## src/rtl/pcnt_params.svh

```systemverilog
// Constants of the pulse counter register block and its host-side controller
//
// How it works
// - Low byte read snapshots the middle and high bytes
// - Software reads low byte before middle, high
// - Counter low byte: read-only, zero reset, bits 7:0
// - Compare value 0: three RW bytes, zero reset
// - Software writes compare 0 low byte last
// - Compare 0 low write commits within two ticks
// - Compare value 1: three RW bytes, zero reset
// - Software writes compare 1 low byte last
// - Compare 1 low write commits within two ticks
// - Read-only history shifts one direction per count
// - History bit: 1 clockwise, 0 counter-clockwise
// - Software may read 0x55/0xAA as flutter
// - Registers decode only on page 0x2
// - Flag match when counter 0 equals compare 0
// - Flag match when counter 1 equals compare 1
`ifndef PCNT_PARAMS_SVH
`define PCNT_PARAMS_SVH

// ----------------------------------------------------------------
// Register side of the counter block
// ----------------------------------------------------------------
`define PCNT_SFR_PAGE 8'h02
`define PCNT_COUNT_B_LO 8'hdd
`define PCNT_COUNT_B_MID 8'hde
`define PCNT_COUNT_B_HI 8'hdf
`define PCNT_MATCH_A_LO 8'he1
`define PCNT_MATCH_A_MID 8'he2
`define PCNT_MATCH_A_HI 8'he3
`define PCNT_MATCH_B_LO 8'hf1
`define PCNT_MATCH_B_MID 8'hf2
`define PCNT_MATCH_B_HI 8'hf3
`define PCNT_HISTORY 8'hf4
`define PCNT_BYTE_RESET 8'h00
`define PCNT_VAL_RESET 24'h00_0000
`define PCNT_HIST_W 8
`define PCNT_SYNC_TICKS 2

// ----------------------------------------------------------------
// Controller registers on AXI4-Lite
// ----------------------------------------------------------------
`define HOST_CTRL 8'h00
`define HOST_ADDR 8'h04
`define HOST_WDATA 8'h08
`define HOST_RDATA 8'h0c
`define HOST_STATUS 8'h10
`define HOST_INT_STATUS 8'h14
`define HOST_INT_MASK 8'h18
`define HOST_CTRL_START 0
`define HOST_CTRL_WRITE 1
`define HOST_INT_DONE 0
`define HOST_INT_MATCH_A 1
`define HOST_INT_MATCH_B 2
`define HOST_INT_W 3
`define AXI_RESP_OKAY 2'b00
`define AXI_RESP_SLVERR 2'b10

`endif

```

## src/rtl/pcnt_pkg.sv

```systemverilog
// Types shared by the counter register block and its controller
package pcnt_pkg;
	typedef logic [7:0] sfr_byte_t;
	typedef logic [23:0] match_val_t;
	typedef enum logic [2:0]
	{
		HOST_IDLE = 3'b001,
		HOST_ISSUE = 3'b010,
		HOST_WAIT = 3'b100
	} host_state_t;
endpackage

```

## src/rtl/pcnt_sfr_if.sv

```systemverilog
// Register bus between the processor-side controller and the counter block
`timescale 1ns/1ps
`default_nettype none
interface pcnt_sfr_if;
	logic [7:0] page; // Page select
	logic [7:0] addr; // Register address
	logic wr; // Write strobe, one cycle
	logic rd; // Read strobe, one cycle
	logic [7:0] wdata; // Write data
	logic [7:0] rdata; // Read data, valid with rack
	logic rack; // Read answer, one cycle after rd
	logic match_a; // Compare 0 match pulse
	logic match_b; // Compare 1 match pulse
	modport device
	(
		input page, addr, wr, rd, wdata,
		output rdata, rack, match_a, match_b
	);
	modport host
	(
		output page, addr, wr, rd, wdata,
		input rdata, rack, match_a, match_b
	);
endinterface
`default_nettype wire

```

## src/rtl/pcnt_sfr_host.sv

```systemverilog
// Processor-side controller: AXI4-Lite orders turned into register accesses
`timescale 1ns/1ps
`default_nettype none
`include "pcnt_params.svh"

module pcnt_sfr_host
	import pcnt_pkg::*;
(
	input wire logic clk_sys_in, // System clock
	input wire logic resetn_in, // Asynchronous reset, active low
	pcnt_sfr_if.host sfr, // Register bus to the counter block
	input wire logic [7:0] s_axi_awaddr_in, // Write address
	input wire logic s_axi_awvalid_in, // Write address valid
	output logic s_axi_awready_out, // Write address ready
	input wire logic [31:0] s_axi_wdata_in, // Write data
	input wire logic [3:0] s_axi_wstrb_in, // Write byte enables
	input wire logic s_axi_wvalid_in, // Write data valid
	output logic s_axi_wready_out, // Write data ready
	output logic [1:0] s_axi_bresp_out, // Write response
	output logic s_axi_bvalid_out, // Write response valid
	input wire logic s_axi_bready_in, // Write response ready
	input wire logic [7:0] s_axi_araddr_in, // Read address
	input wire logic s_axi_arvalid_in, // Read address valid
	output logic s_axi_arready_out, // Read address ready
	output logic [31:0] s_axi_rdata_out, // Read data
	output logic [1:0] s_axi_rresp_out, // Read response
	output logic s_axi_rvalid_out, // Read valid
	input wire logic s_axi_rready_in, // Read ready
	output logic irq_out // Level interrupt
);

	// ----------------------------------------------------------------
	// AXI4-Lite write path
	// ----------------------------------------------------------------
	logic aw_have_q, w_have_q, bvalid_q, wr_go;
	logic [7:0] awaddr_q;
	logic [31:0] wdata_q;
	logic [3:0] wstrb_q;
	logic [1:0] bresp_q;
	host_state_t state_q;
	sfr_byte_t page_q, addr_q, wbyte_q, rbyte_q;
	logic dir_wr_q, start_w;
	logic [`HOST_INT_W-1:0] int_q, mask_q, int_set, int_clr;

	assign wr_go = aw_have_q && w_have_q && !bvalid_q;
	assign s_axi_awready_out = !aw_have_q;
	assign s_axi_wready_out = !w_have_q;

	// Address and data are caught independently, in either order
	always_ff @(posedge clk_sys_in or negedge resetn_in)
	begin
		if (!resetn_in)
		begin
			aw_have_q <= 1'b0;
			w_have_q <= 1'b0;
			awaddr_q <= 8'h00;
			wdata_q <= 32'h0000_0000;
			wstrb_q <= 4'h0;
		end
		else
		begin
			if (s_axi_awvalid_in && !aw_have_q)
			begin
				aw_have_q <= 1'b1;
				awaddr_q <= s_axi_awaddr_in;
			end
			else if (wr_go)
				aw_have_q <= 1'b0;
			if (s_axi_wvalid_in && !w_have_q)
			begin
				w_have_q <= 1'b1;
				wdata_q <= s_axi_wdata_in;
				wstrb_q <= s_axi_wstrb_in;
			end
			else if (wr_go)
				w_have_q <= 1'b0;
		end
	end

	// Response one cycle after both halves are in; unmapped gets SLVERR
	always_ff @(posedge clk_sys_in or negedge resetn_in)
	begin
		if (!resetn_in)
		begin
			bvalid_q <= 1'b0;
			bresp_q <= `AXI_RESP_OKAY;
		end
		else if (wr_go)
		begin
			bvalid_q <= 1'b1;
			case (awaddr_q)
				`HOST_CTRL, `HOST_ADDR, `HOST_WDATA, `HOST_RDATA, `HOST_STATUS,
				`HOST_INT_STATUS, `HOST_INT_MASK: bresp_q <= `AXI_RESP_OKAY;
				default: bresp_q <= `AXI_RESP_SLVERR;
			endcase
		end
		else if (s_axi_bready_in)
			bvalid_q <= 1'b0;
	end
	assign s_axi_bvalid_out = bvalid_q;
	assign s_axi_bresp_out = bresp_q;

	// Order registers; a start while busy is dropped
	assign start_w = wr_go && (awaddr_q == `HOST_CTRL) && wstrb_q[0]
		&& wdata_q[`HOST_CTRL_START] && (state_q == HOST_IDLE);
	always_ff @(posedge clk_sys_in or negedge resetn_in)
	begin
		if (!resetn_in)
		begin
			page_q <= 8'h00;
			addr_q <= 8'h00;
			wbyte_q <= 8'h00;
			mask_q <= '0;
			dir_wr_q <= 1'b0;
		end
		else if (wr_go)
		begin
			if (awaddr_q == `HOST_ADDR && wstrb_q[0])
				addr_q <= wdata_q[7:0];
			if (awaddr_q == `HOST_ADDR && wstrb_q[1])
				page_q <= wdata_q[15:8];
			if (awaddr_q == `HOST_WDATA && wstrb_q[0])
				wbyte_q <= wdata_q[7:0];
			if (awaddr_q == `HOST_INT_MASK && wstrb_q[0])
				mask_q <= wdata_q[`HOST_INT_W-1:0];
			if (start_w)
				dir_wr_q <= wdata_q[`HOST_CTRL_WRITE];
		end
	end

	// ----------------------------------------------------------------
	// Register-bus sequencer
	// ----------------------------------------------------------------
	always_ff @(posedge clk_sys_in or negedge resetn_in)
	begin
		if (!resetn_in)
		begin
			state_q <= HOST_IDLE;
			rbyte_q <= 8'h00;
		end
		else
		begin
			case (state_q)
				HOST_IDLE: if (start_w) state_q <= HOST_ISSUE;
				HOST_ISSUE: state_q <= dir_wr_q ? HOST_IDLE : HOST_WAIT;
				HOST_WAIT:
					if (sfr.rack)
					begin
						rbyte_q <= sfr.rdata;
						state_q <= HOST_IDLE;
					end
				default: state_q <= HOST_IDLE;
			endcase
		end
	end
	assign sfr.page = page_q;
	assign sfr.addr = addr_q;
	assign sfr.wdata = wbyte_q;
	assign sfr.wr = (state_q == HOST_ISSUE) && dir_wr_q;
	assign sfr.rd = (state_q == HOST_ISSUE) && !dir_wr_q;

	// ----------------------------------------------------------------
	// Interrupts: sticky, write-one-to-clear, set beats clear
	// ----------------------------------------------------------------
	assign int_set = {sfr.match_b, sfr.match_a,
		((state_q == HOST_ISSUE) && dir_wr_q) || ((state_q == HOST_WAIT) && sfr.rack)};
	assign int_clr = (wr_go && awaddr_q == `HOST_INT_STATUS && wstrb_q[0])
		? wdata_q[`HOST_INT_W-1:0] : '0;
	always_ff @(posedge clk_sys_in or negedge resetn_in)
	begin
		if (!resetn_in)
			int_q <= '0;
		else
			int_q <= (int_q & ~int_clr) | int_set;
	end
	assign irq_out = |(int_q & mask_q);

	// ----------------------------------------------------------------
	// AXI4-Lite read path
	// ----------------------------------------------------------------
	logic rvalid_q;
	logic [31:0] rdata_q;
	logic [1:0] rresp_q;
	assign s_axi_arready_out = !rvalid_q;
	always_ff @(posedge clk_sys_in or negedge resetn_in)
	begin
		if (!resetn_in)
		begin
			rvalid_q <= 1'b0;
			rdata_q <= 32'h0000_0000;
			rresp_q <= `AXI_RESP_OKAY;
		end
		else if (s_axi_arvalid_in && !rvalid_q)
		begin
			rvalid_q <= 1'b1;
			rresp_q <= `AXI_RESP_OKAY;
			case (s_axi_araddr_in)
				`HOST_CTRL: rdata_q <= {30'h0000_0000, dir_wr_q, 1'b0};
				`HOST_ADDR: rdata_q <= {16'h0000, page_q, addr_q};
				`HOST_WDATA: rdata_q <= {24'h00_0000, wbyte_q};
				`HOST_RDATA: rdata_q <= {24'h00_0000, rbyte_q};
				`HOST_STATUS: rdata_q <= {31'h0000_0000, state_q != HOST_IDLE};
				`HOST_INT_STATUS: rdata_q <= {29'h0000_0000, int_q};
				`HOST_INT_MASK: rdata_q <= {29'h0000_0000, mask_q};
				default:
				begin
					rdata_q <= 32'h0000_0000;
					rresp_q <= `AXI_RESP_SLVERR;
				end
			endcase
		end
		else if (s_axi_rready_in)
			rvalid_q <= 1'b0;
	end
	assign s_axi_rvalid_out = rvalid_q;
	assign s_axi_rdata_out = rdata_q;
	assign s_axi_rresp_out = rresp_q;

endmodule
`default_nettype wire

```

## src/flat_wrapper.sv

```systemverilog
// flat-port wrapper written by rule: the top's interface ports become plain ports
module pcnt_sfr_host_flat import pcnt_pkg::*;
  (clk_sys_in, resetn_in, s_axi_awaddr_in, s_axi_awvalid_in, s_axi_awready_out, s_axi_wdata_in, s_axi_wstrb_in, s_axi_wvalid_in, s_axi_wready_out, s_axi_bresp_out, s_axi_bvalid_out, s_axi_bready_in, s_axi_araddr_in, s_axi_arvalid_in, s_axi_arready_out, s_axi_rdata_out, s_axi_rresp_out, s_axi_rvalid_out, s_axi_rready_in, irq_out, sfr_page, sfr_addr, sfr_wr, sfr_rd, sfr_wdata, sfr_rdata, sfr_rack, sfr_match_a, sfr_match_b);
  pcnt_sfr_if sfr_i ();
  input wire logic clk_sys_in;
  input wire logic resetn_in;
  input wire logic [7:0] s_axi_awaddr_in;
  input wire logic s_axi_awvalid_in;
  output logic s_axi_awready_out;
  input wire logic [31:0] s_axi_wdata_in;
  input wire logic [3:0] s_axi_wstrb_in;
  input wire logic s_axi_wvalid_in;
  output logic s_axi_wready_out;
  output logic [1:0] s_axi_bresp_out;
  output logic s_axi_bvalid_out;
  input wire logic s_axi_bready_in;
  input wire logic [7:0] s_axi_araddr_in;
  input wire logic s_axi_arvalid_in;
  output logic s_axi_arready_out;
  output logic [31:0] s_axi_rdata_out;
  output logic [1:0] s_axi_rresp_out;
  output logic s_axi_rvalid_out;
  input wire logic s_axi_rready_in;
  output logic irq_out;
  output wire logic [$bits(sfr_i.page)-1:0] sfr_page;
  output wire logic [$bits(sfr_i.addr)-1:0] sfr_addr;
  output wire logic [$bits(sfr_i.wr)-1:0] sfr_wr;
  output wire logic [$bits(sfr_i.rd)-1:0] sfr_rd;
  output wire logic [$bits(sfr_i.wdata)-1:0] sfr_wdata;
  input wire logic [$bits(sfr_i.rdata)-1:0] sfr_rdata;
  input wire logic [$bits(sfr_i.rack)-1:0] sfr_rack;
  input wire logic [$bits(sfr_i.match_a)-1:0] sfr_match_a;
  input wire logic [$bits(sfr_i.match_b)-1:0] sfr_match_b;
  assign sfr_page = sfr_i.page;
  assign sfr_addr = sfr_i.addr;
  assign sfr_wr = sfr_i.wr;
  assign sfr_rd = sfr_i.rd;
  assign sfr_wdata = sfr_i.wdata;
  assign sfr_i.rdata = sfr_rdata;
  assign sfr_i.rack = sfr_rack;
  assign sfr_i.match_a = sfr_match_a;
  assign sfr_i.match_b = sfr_match_b;
  pcnt_sfr_host u_core (.clk_sys_in(clk_sys_in), .resetn_in(resetn_in), .sfr(sfr_i), .s_axi_awaddr_in(s_axi_awaddr_in), .s_axi_awvalid_in(s_axi_awvalid_in), .s_axi_awready_out(s_axi_awready_out), .s_axi_wdata_in(s_axi_wdata_in), .s_axi_wstrb_in(s_axi_wstrb_in), .s_axi_wvalid_in(s_axi_wvalid_in), .s_axi_wready_out(s_axi_wready_out), .s_axi_bresp_out(s_axi_bresp_out), .s_axi_bvalid_out(s_axi_bvalid_out), .s_axi_bready_in(s_axi_bready_in), .s_axi_araddr_in(s_axi_araddr_in), .s_axi_arvalid_in(s_axi_arvalid_in), .s_axi_arready_out(s_axi_arready_out), .s_axi_rdata_out(s_axi_rdata_out), .s_axi_rresp_out(s_axi_rresp_out), .s_axi_rvalid_out(s_axi_rvalid_out), .s_axi_rready_in(s_axi_rready_in), .irq_out(irq_out));
endmodule
```

## config.mk

```make
export PLATFORM = sky130hd
export DESIGN_NAME = pcnt_sfr_host_flat
export DESIGN_NICKNAME = d
export VERILOG_FILES = /design/src/rtl/pcnt_pkg.sv /design/src/rtl/pcnt_sfr_if.sv /design/src/rtl/pcnt_sfr_host.sv /design/src/flat_wrapper.sv
export VERILOG_INCLUDE_DIRS = /design/src /design/src/rtl
export SDC_FILE = /design/constraint.sdc
export NUM_CORES = 1
export LEC_CHECK = 0
export ABC_AREA = 1
export ABC_CLOCK_PERIOD_IN_PS = 1600
export BUFFER_PORTS_ARGS = -buffer_cell sky130_fd_sc_hd__buf_4
export CORE_MARGIN = 2
export CORE_UTILIZATION = 45
export DETAILED_ROUTE_END_ITERATION = 6
export PLACE_DENSITY_LB_ADDON = 0.15
export SYNTH_ARGS = -nofsm -noshare
export SYNTH_HDL_FRONTEND = slang
export SYNTH_SLANG_ARGS = --single-unit
```

## constraint.sdc

```tcl
create_clock -name clk_sys_in -period 1.6 [get_ports clk_sys_in]
set_input_delay 0.16 -clock clk_sys_in [delete_from_list [all_inputs] [get_ports clk_sys_in]]
set_output_delay 0.16 -clock clk_sys_in [all_outputs]
set_load 0.02 [all_outputs]
```

### Yosys cells after proc, flatten, opt, wreduce, memory -nomap -nowiden

Index checks and enable logic that the tools add are counted.

| word-level totals | value |
|---|---|
| bits in latches | 0 |
| bits in writable memories | 0 |
| flip-flop bits (word level) | 108 |
| word-level logic and storage cells | 95 |
| memories | 0 |
| memory bits (read-only) | 0 |

| operators by class | value |
|---|---|
| divide/modulo/power cells | 0 |
| reductions and logical operators | 40 |
| shift operators | 0 |
| eq/ne operators | 18 |
| $mul | 0 |
| order comparisons | 0 |
| add/subtract/negate cells | 0 |
| bitwise operators | 4 |
| multiplexer cells | 15 |

Operators by type and width:

| kind | number |
|---|---|
| $pmux W16 S7 | 1 |
| $eq A8 B5 Y1 const B | 6 |
| $eq A8 B4 Y1 const B | 4 |
| $logic_and A1 B1 Y1 | 18 |
| $eq A8 B3 Y1 const B | 2 |
| $logic_not A8 Y1 | 2 |
| $reduce_and A2 Y1 | 7 |
| $reduce_or A7 Y1 | 2 |
| $mux W3 | 4 |
| $pmux W3 S3 | 1 |
| $reduce_bool A2 Y1 | 4 |
| $mux W1 | 7 |
| $and A3 B3 Y3 | 2 |
| $logic_not A1 Y1 | 5 |
| $mux W2 | 2 |
| $eq A3 B1 Y1 const B | 1 |
| $eq A3 B2 Y1 const B | 1 |
| $eq A3 B3 Y1 const B | 1 |
| $ne A3 B1 Y1 const B | 1 |
| $not A3 Y3 | 1 |
| $or A3 B3 Y3 | 1 |
| $reduce_or A3 Y1 | 1 |
| $ne A2 B1 Y1 const B | 1 |
| $ne A2 B2 Y1 const B | 1 |
| $logic_or A1 B1 Y1 | 1 |

### Depth between registers and ports, before layout

| depth | value |
|---|---|
| word-level depth | 8 |
| mapped depth | 10 |

### Least setup slack after synthesis

Ideal clock, no wire load.

| timing path | value |
|---|---|
| path type | register to register |
| start point | register u_core.bvalid_q, in the netlist u_core.s_axi_bvalid_out |
| end point | register u_core.wbyte_q[5], in the netlist u_core.sfr.wdata[5] |
| arrival time | 1.330 ns |
| data required time | 1.482 ns |
| buffers on the path | 1 |
| cell stages (with the launch flop) | 8 |
| path slack | 0.152 ns |
| cell sequence | dfrtp_1 -> nor3_4 -> nand2_2 -> inv_2 -> nand3_4 -> buf_6 -> nand2_1 -> o21ai_2 |

| between the ends | value |
|---|---|
| longest elaborated chain between the ends | 3 |

Ends and longest elaborated chain:

| item | RTL line | source |
|---|---|---|
| start, declared | pcnt_sfr_host.sv:35 | `logic aw_have_q, w_have_q, bvalid_q, wr_go;` |
| start signal, assigned | pcnt_sfr_host.sv:85 | `bvalid_q <= 1'b0;` |
| start signal, assigned | pcnt_sfr_host.sv:90 | `bvalid_q <= 1'b1;` |
| start signal, assigned | pcnt_sfr_host.sv:98 | `bvalid_q <= 1'b0;` |
| $logic_not A1 Y1 | pcnt_sfr_host.sv:45 | `assign wr_go = aw_have_q && w_have_q && !bvalid_q;` |
| $logic_and A1 B1 Y1 | pcnt_sfr_host.sv:45 |  |
| $reduce_and A2 Y1 (no line) | -- |  |
| end signal, assigned | pcnt_sfr_host.sv:123 | `wbyte_q <= wdata_q[7:0];` |
| end, declared | pcnt_sfr_host.sv:41 | `sfr_byte_t page_q, addr_q, wbyte_q, rbyte_q;` |

No other way between the ends.
A chain may end at the register's enable or synchronous reset.

### Worst setup path in the final report

| timing path | value |
|---|---|
| start point | register u_core.awaddr_q[3] |
| end point | register u_core.page_q[3], in the netlist u_core.sfr.page[3] |

| between the ends | value |
|---|---|
| longest elaborated chain between the ends | 3 |

Ends and longest elaborated chain:

| item | RTL line | source |
|---|---|---|
| start, declared | pcnt_sfr_host.sv:36 | `logic [7:0] awaddr_q;` |
| start signal, assigned | pcnt_sfr_host.sv:65 | `awaddr_q <= s_axi_awaddr_in;` |
| $eq A8 B3 Y1 (no line) | -- |  |
| $logic_and A1 B1 Y1 | pcnt_sfr_host.sv:120 | `` if (awaddr_q == `HOST_ADDR && wstrb_q[1]) `` |
| $reduce_and A2 Y1 (no line) | -- |  |
| end signal, assigned | pcnt_sfr_host.sv:121 | `page_q <= wdata_q[15:8];` |
| end, declared | pcnt_sfr_host.sv:41 |  |

No other way between the ends.

==> flow_metrics.py <==
metrics = {
    "timing": {
        "finalMaxSlewViolations": 0,
        "hold_viol_final": 0,
        "rsz0062_at_grt": "yes",
        "clock.fmax_mhz": 668.5,
        "fin_skew_ps": 12.48,
        "final.period_utilization_pct": 93.50,
        "finalCriticalPeriod_ps": 1496,
        "finalSetupViolCount": 0,
    },
    "placed_design": {
        "post_dp_cell_area_sq_um": 4943,
        "place_congestion": 0.8104,
        "hpwlAfterDp_um": 6690,
        "portBuffers": 101,
    },
    "worst_setup_path": {
        "crit_required_ps": 1830,
        "path_buf_inv": 1,
        "crit_path_end_kind": "flop",
        "reg2reg_slack_ps": 100,
        "slowest_delay_ps": 400,
        "crit_slowest_cell": "dfrtp_1",
        "worstRegToRegCells": 6,
        "crit_path_start": "u_core.awaddr_q[3]",
        "critical_path.top_delay_family": "simple AND/OR/NAND/NOR gates",
        "cp.depth": 6,
        "reg2reg_to": "u_core.sfr.page[3]",
        "crit_path_max_fanout": 16,
        "worstSetupEndpoint": "u_core.sfr.page[3]",
        "worstReg2RegStart": "u_core.awaddr_q[3]",
        "path_class": "flop to flop",
        "crit_path_start_kind": "flop",
        "path_cells": "inv_1, nand4_1, nor2_2, nand3_4, nor2_1, a21oi_1",
        "arrival_ps": 1730,
    },
    "global_route": {
        "antenna_found_initial": 0,
        "grt_max_degree": 56,
        "met2_usage_pct": 29.37,
        "top_usage_layer": "met2",
        "grt_pass1_wl_um": 15010,
        "grtUsageMet3_pct": 3.022,
        "groute.usage.overall_pct": 19.14,
        "grt_pass1_vias": 3105,
        "grt_use_met1_pct": 27.38,
        "gr-total-overflow": 0,
    },
    "power": {
        "ir_worst_vdd_mv": 0.9082,
        "p_per_area_nw_per_um2": 1137,
        "total_power_uw": 5944,
        "p_leak_uw": 0.002744,
    },
    "clocking": {
        "cts.htree.levels": 3,
        "cts_tree": "built",
        "numCtsBuffers": 9,
        "clk_pin_slew_worst_paths_ps": 100,
        "clock_sinks": 90,
        "root_buffer": "clkbuf_8",
        "cts_buffer_depth": 2,
        "clkLatencyLatePin_ps": 360,
    },
    "floorplanning": {
        "die_w_um": 99.25,
        "row_count": 34,
        "core_area_sq_um": 8763,
        "die-height_um": 99.25,
        "dieArea_sq_um": 9851,
        "ioPinCount": 138,
        "initial_core_util_pct": 46.59,
    },
    "routing": {
        "num_vias": 3289,
        "drt_iter0_drc": 154,
        "ant_nets": 0,
        "via_per_inst": 4.865,
        "drc": 0,
        "routedWlPerCell_um": 13.14,
        "routed_wl_um": 8881,
        "dr.pass1.iters": 4,
    },
    "worst_hold_path": {
        "min_path_type": "primary input to flop",
    },
    "yosys": {
        "synthDominantCellAreaShare_pct": 54.55,
        "synth_area_sq_um": 4083,
        "synth.top_cells.by_area": "dfrtp_1 55%, nand2_1 8.6%, mux2_2 5.5%",
        "yosys.area.top_type": "dfrtp_1",
        "ys_ff_latch": 90,
        "seq_area_frac_synth_pct": 55.19,
        "syn_inst": 447,
        "synth_cell_types": 30,
        "yosys_warnings": 0,
        "syn_avg_cell_area_sq_um": 9.133,
    },
    "cells_and_area": {
        "nFillCells": 785,
        "drive_gt1_share_pct": 30.28,
        "syn_to_final_growth_pct": 28.07,
        "ff_latch_area_sq_um": 2253,
        "final_area_sq_um": 5229,
        "diodes": 0,
        "nNetsFinal": 634,
        "multiInputGateArea_sq_um": 1524,
    },
    "status": {
        "status": "finished, final reports clean",
    },
    "run": {
        "cap_violations": 0,
    },
}
worst min-delay path by stage:
stage                                 to  cells past startpoint  slack (ps)          startpoint
2_1_floorplan           u_core.aw_have_q                      0        -140           resetn_in
3_3_place_gp     u_core.s_axi_bvalid_out                      1          20           resetn_in
3_5_place_dp   u_core.s_axi_bresp_out[1]                      1          20           resetn_in
4_1_cts               u_core.awaddr_q[2]                      2          20  s_axi_awaddr_in[2]
5_1_grt               u_core.wdata_q[11]                      2          10  s_axi_wdata_in[11]
6_report              u_core.wdata_q[11]                      2          30  s_axi_wdata_in[11]
logic make-up after synthesis:
logic type,Yosys count,synth area share (%)
muxes,20,5.516
AOI/OAI and AO/OA,65,9.286
DFF,90,55.19
other,1,0.09185
and+or+nand+nor,189,20.13
buffers and inverters,82,9.776
cells in the mapped netlist:
cell type,number
clkinv_1,2
o31ai_1,7
dfstp_2,1
inv_2,5
nand2_2,2
buf_4,18
nand3_4,1
nand3_1,43
nor3_1,1
o21ai_0,15
nand4_1,2
nor3_4,1
a311oi_1,1
conb_1,1
o21ai_1,9
nor2_1,40
nor2_2,2
nand3_2,1
a21boi_1,1
a21oi_1,24
nand3b_1,1
buf_6,2
dfrtp_1,89
nand2_1,94
buf_2,7
o21ai_2,8
clkbuf_1,3
mux2_2,20
nor3_2,1
inv_1,45
worst reg2reg max path, delay by kind of cell, from the launching register on:
kind            cells  cell delay [ps]
simple gates        4              800
compound gates      1               60
flops               1              400
buf+inv             1              110
timing repair:
action | CTS | global route
hold endpoints to repair | 94 | 0
buffers inserted | 0 | 2
gates resized for setup | 1 | 4
hold buffers | 5 | 0
pin swaps | 0 | 1
endpoints found under the setup margin | 2 | 20
routing by layer:
| metal | wire length (um) | vias up | part of all wire [%] |
|---|---|---|---|
| met5 | 0 | - | 0 |
| met4 | 184 | 0 | 2.1 |
| met3 | 458 | 16 | 5.2 |
| met2 | 4134 | 104 | 47 |
| met1 | 4102 | 1517 | 46 |
| li1 | - | 1652 | - |
sequential cells by signal, summed over array words and instances, names as in the netlist:
signal                   cells
u_core.aw_have_q             1
u_core.awaddr_q              8
u_core.dir_wr_q              1
u_core.int_q                 3
u_core.mask_q                3
u_core.rbyte_q               8
u_core.s_axi_bresp_out       1
u_core.s_axi_bvalid_out      1
u_core.s_axi_rdata_out      16
u_core.s_axi_rresp_out       1
u_core.s_axi_rvalid_out      1
u_core.sfr.addr              8
u_core.sfr.page              8
u_core.sfr.wdata             8
u_core.state_q               3
u_core.w_have_q              1
u_core.wdata_q              16
u_core.wstrb_q               2
where the power goes:
part	leakage, uW	switching (uW)	total, uW	internal [uW]
Combinational	0.00150	899	1520	616
Clock	0.0000877	797	1510	715
Sequential	0.00115	224	2920	2690
metrics by stage:
| stage | util (%) | hold slack [ps] | std cells | TNS [ps] | setup WS, ps |
|---|---|---|---|---|---|
| final | 59.67 | 26.14 | 676 | 0 | 104.1 |
| after global routing | 59.67 | 11.10 | 676 | -184.8 | -39.90 |
| after CTS | 59.21 | 15.07 | 674 | 0 | 46.43 |
| after floorplan | - | -135.6 | 464 | 0 | 151.5 |
| after detailed placement | 56.41 | 15.70 | 654 | 0 | 89.80 |
| after global placement | 56.41 | 15.52 | 654 | 0 | 97.67 |
layout by cell type, fill, tap and decap left out, drive strengths merged, types with 5 or more instances in the layout:
cell	count
buf	114
nand2	96
dfrtp	89
inv	51
nand3	45
nor2	42
o21ai	32
a21oi	24
mux2	20
conb	18
clkbuf	9
o31ai	7
dlygate4sd3	5
cell type report:
| type | count | share of cell area (%) |
|---|---|---|
| well taps | 108 | 2.584 |
| multi-input cells | 292 | 29.15 |
| clock buffers | 9 | 2.369 |
| repair buffers | 119 | 17.80 |
| flip-flops and latches | 90 | 43.10 |
| clock inverters | 6 | 1.268 |
| inverters | 52 | 3.733 |
Power figures use the tool's default switching activity.
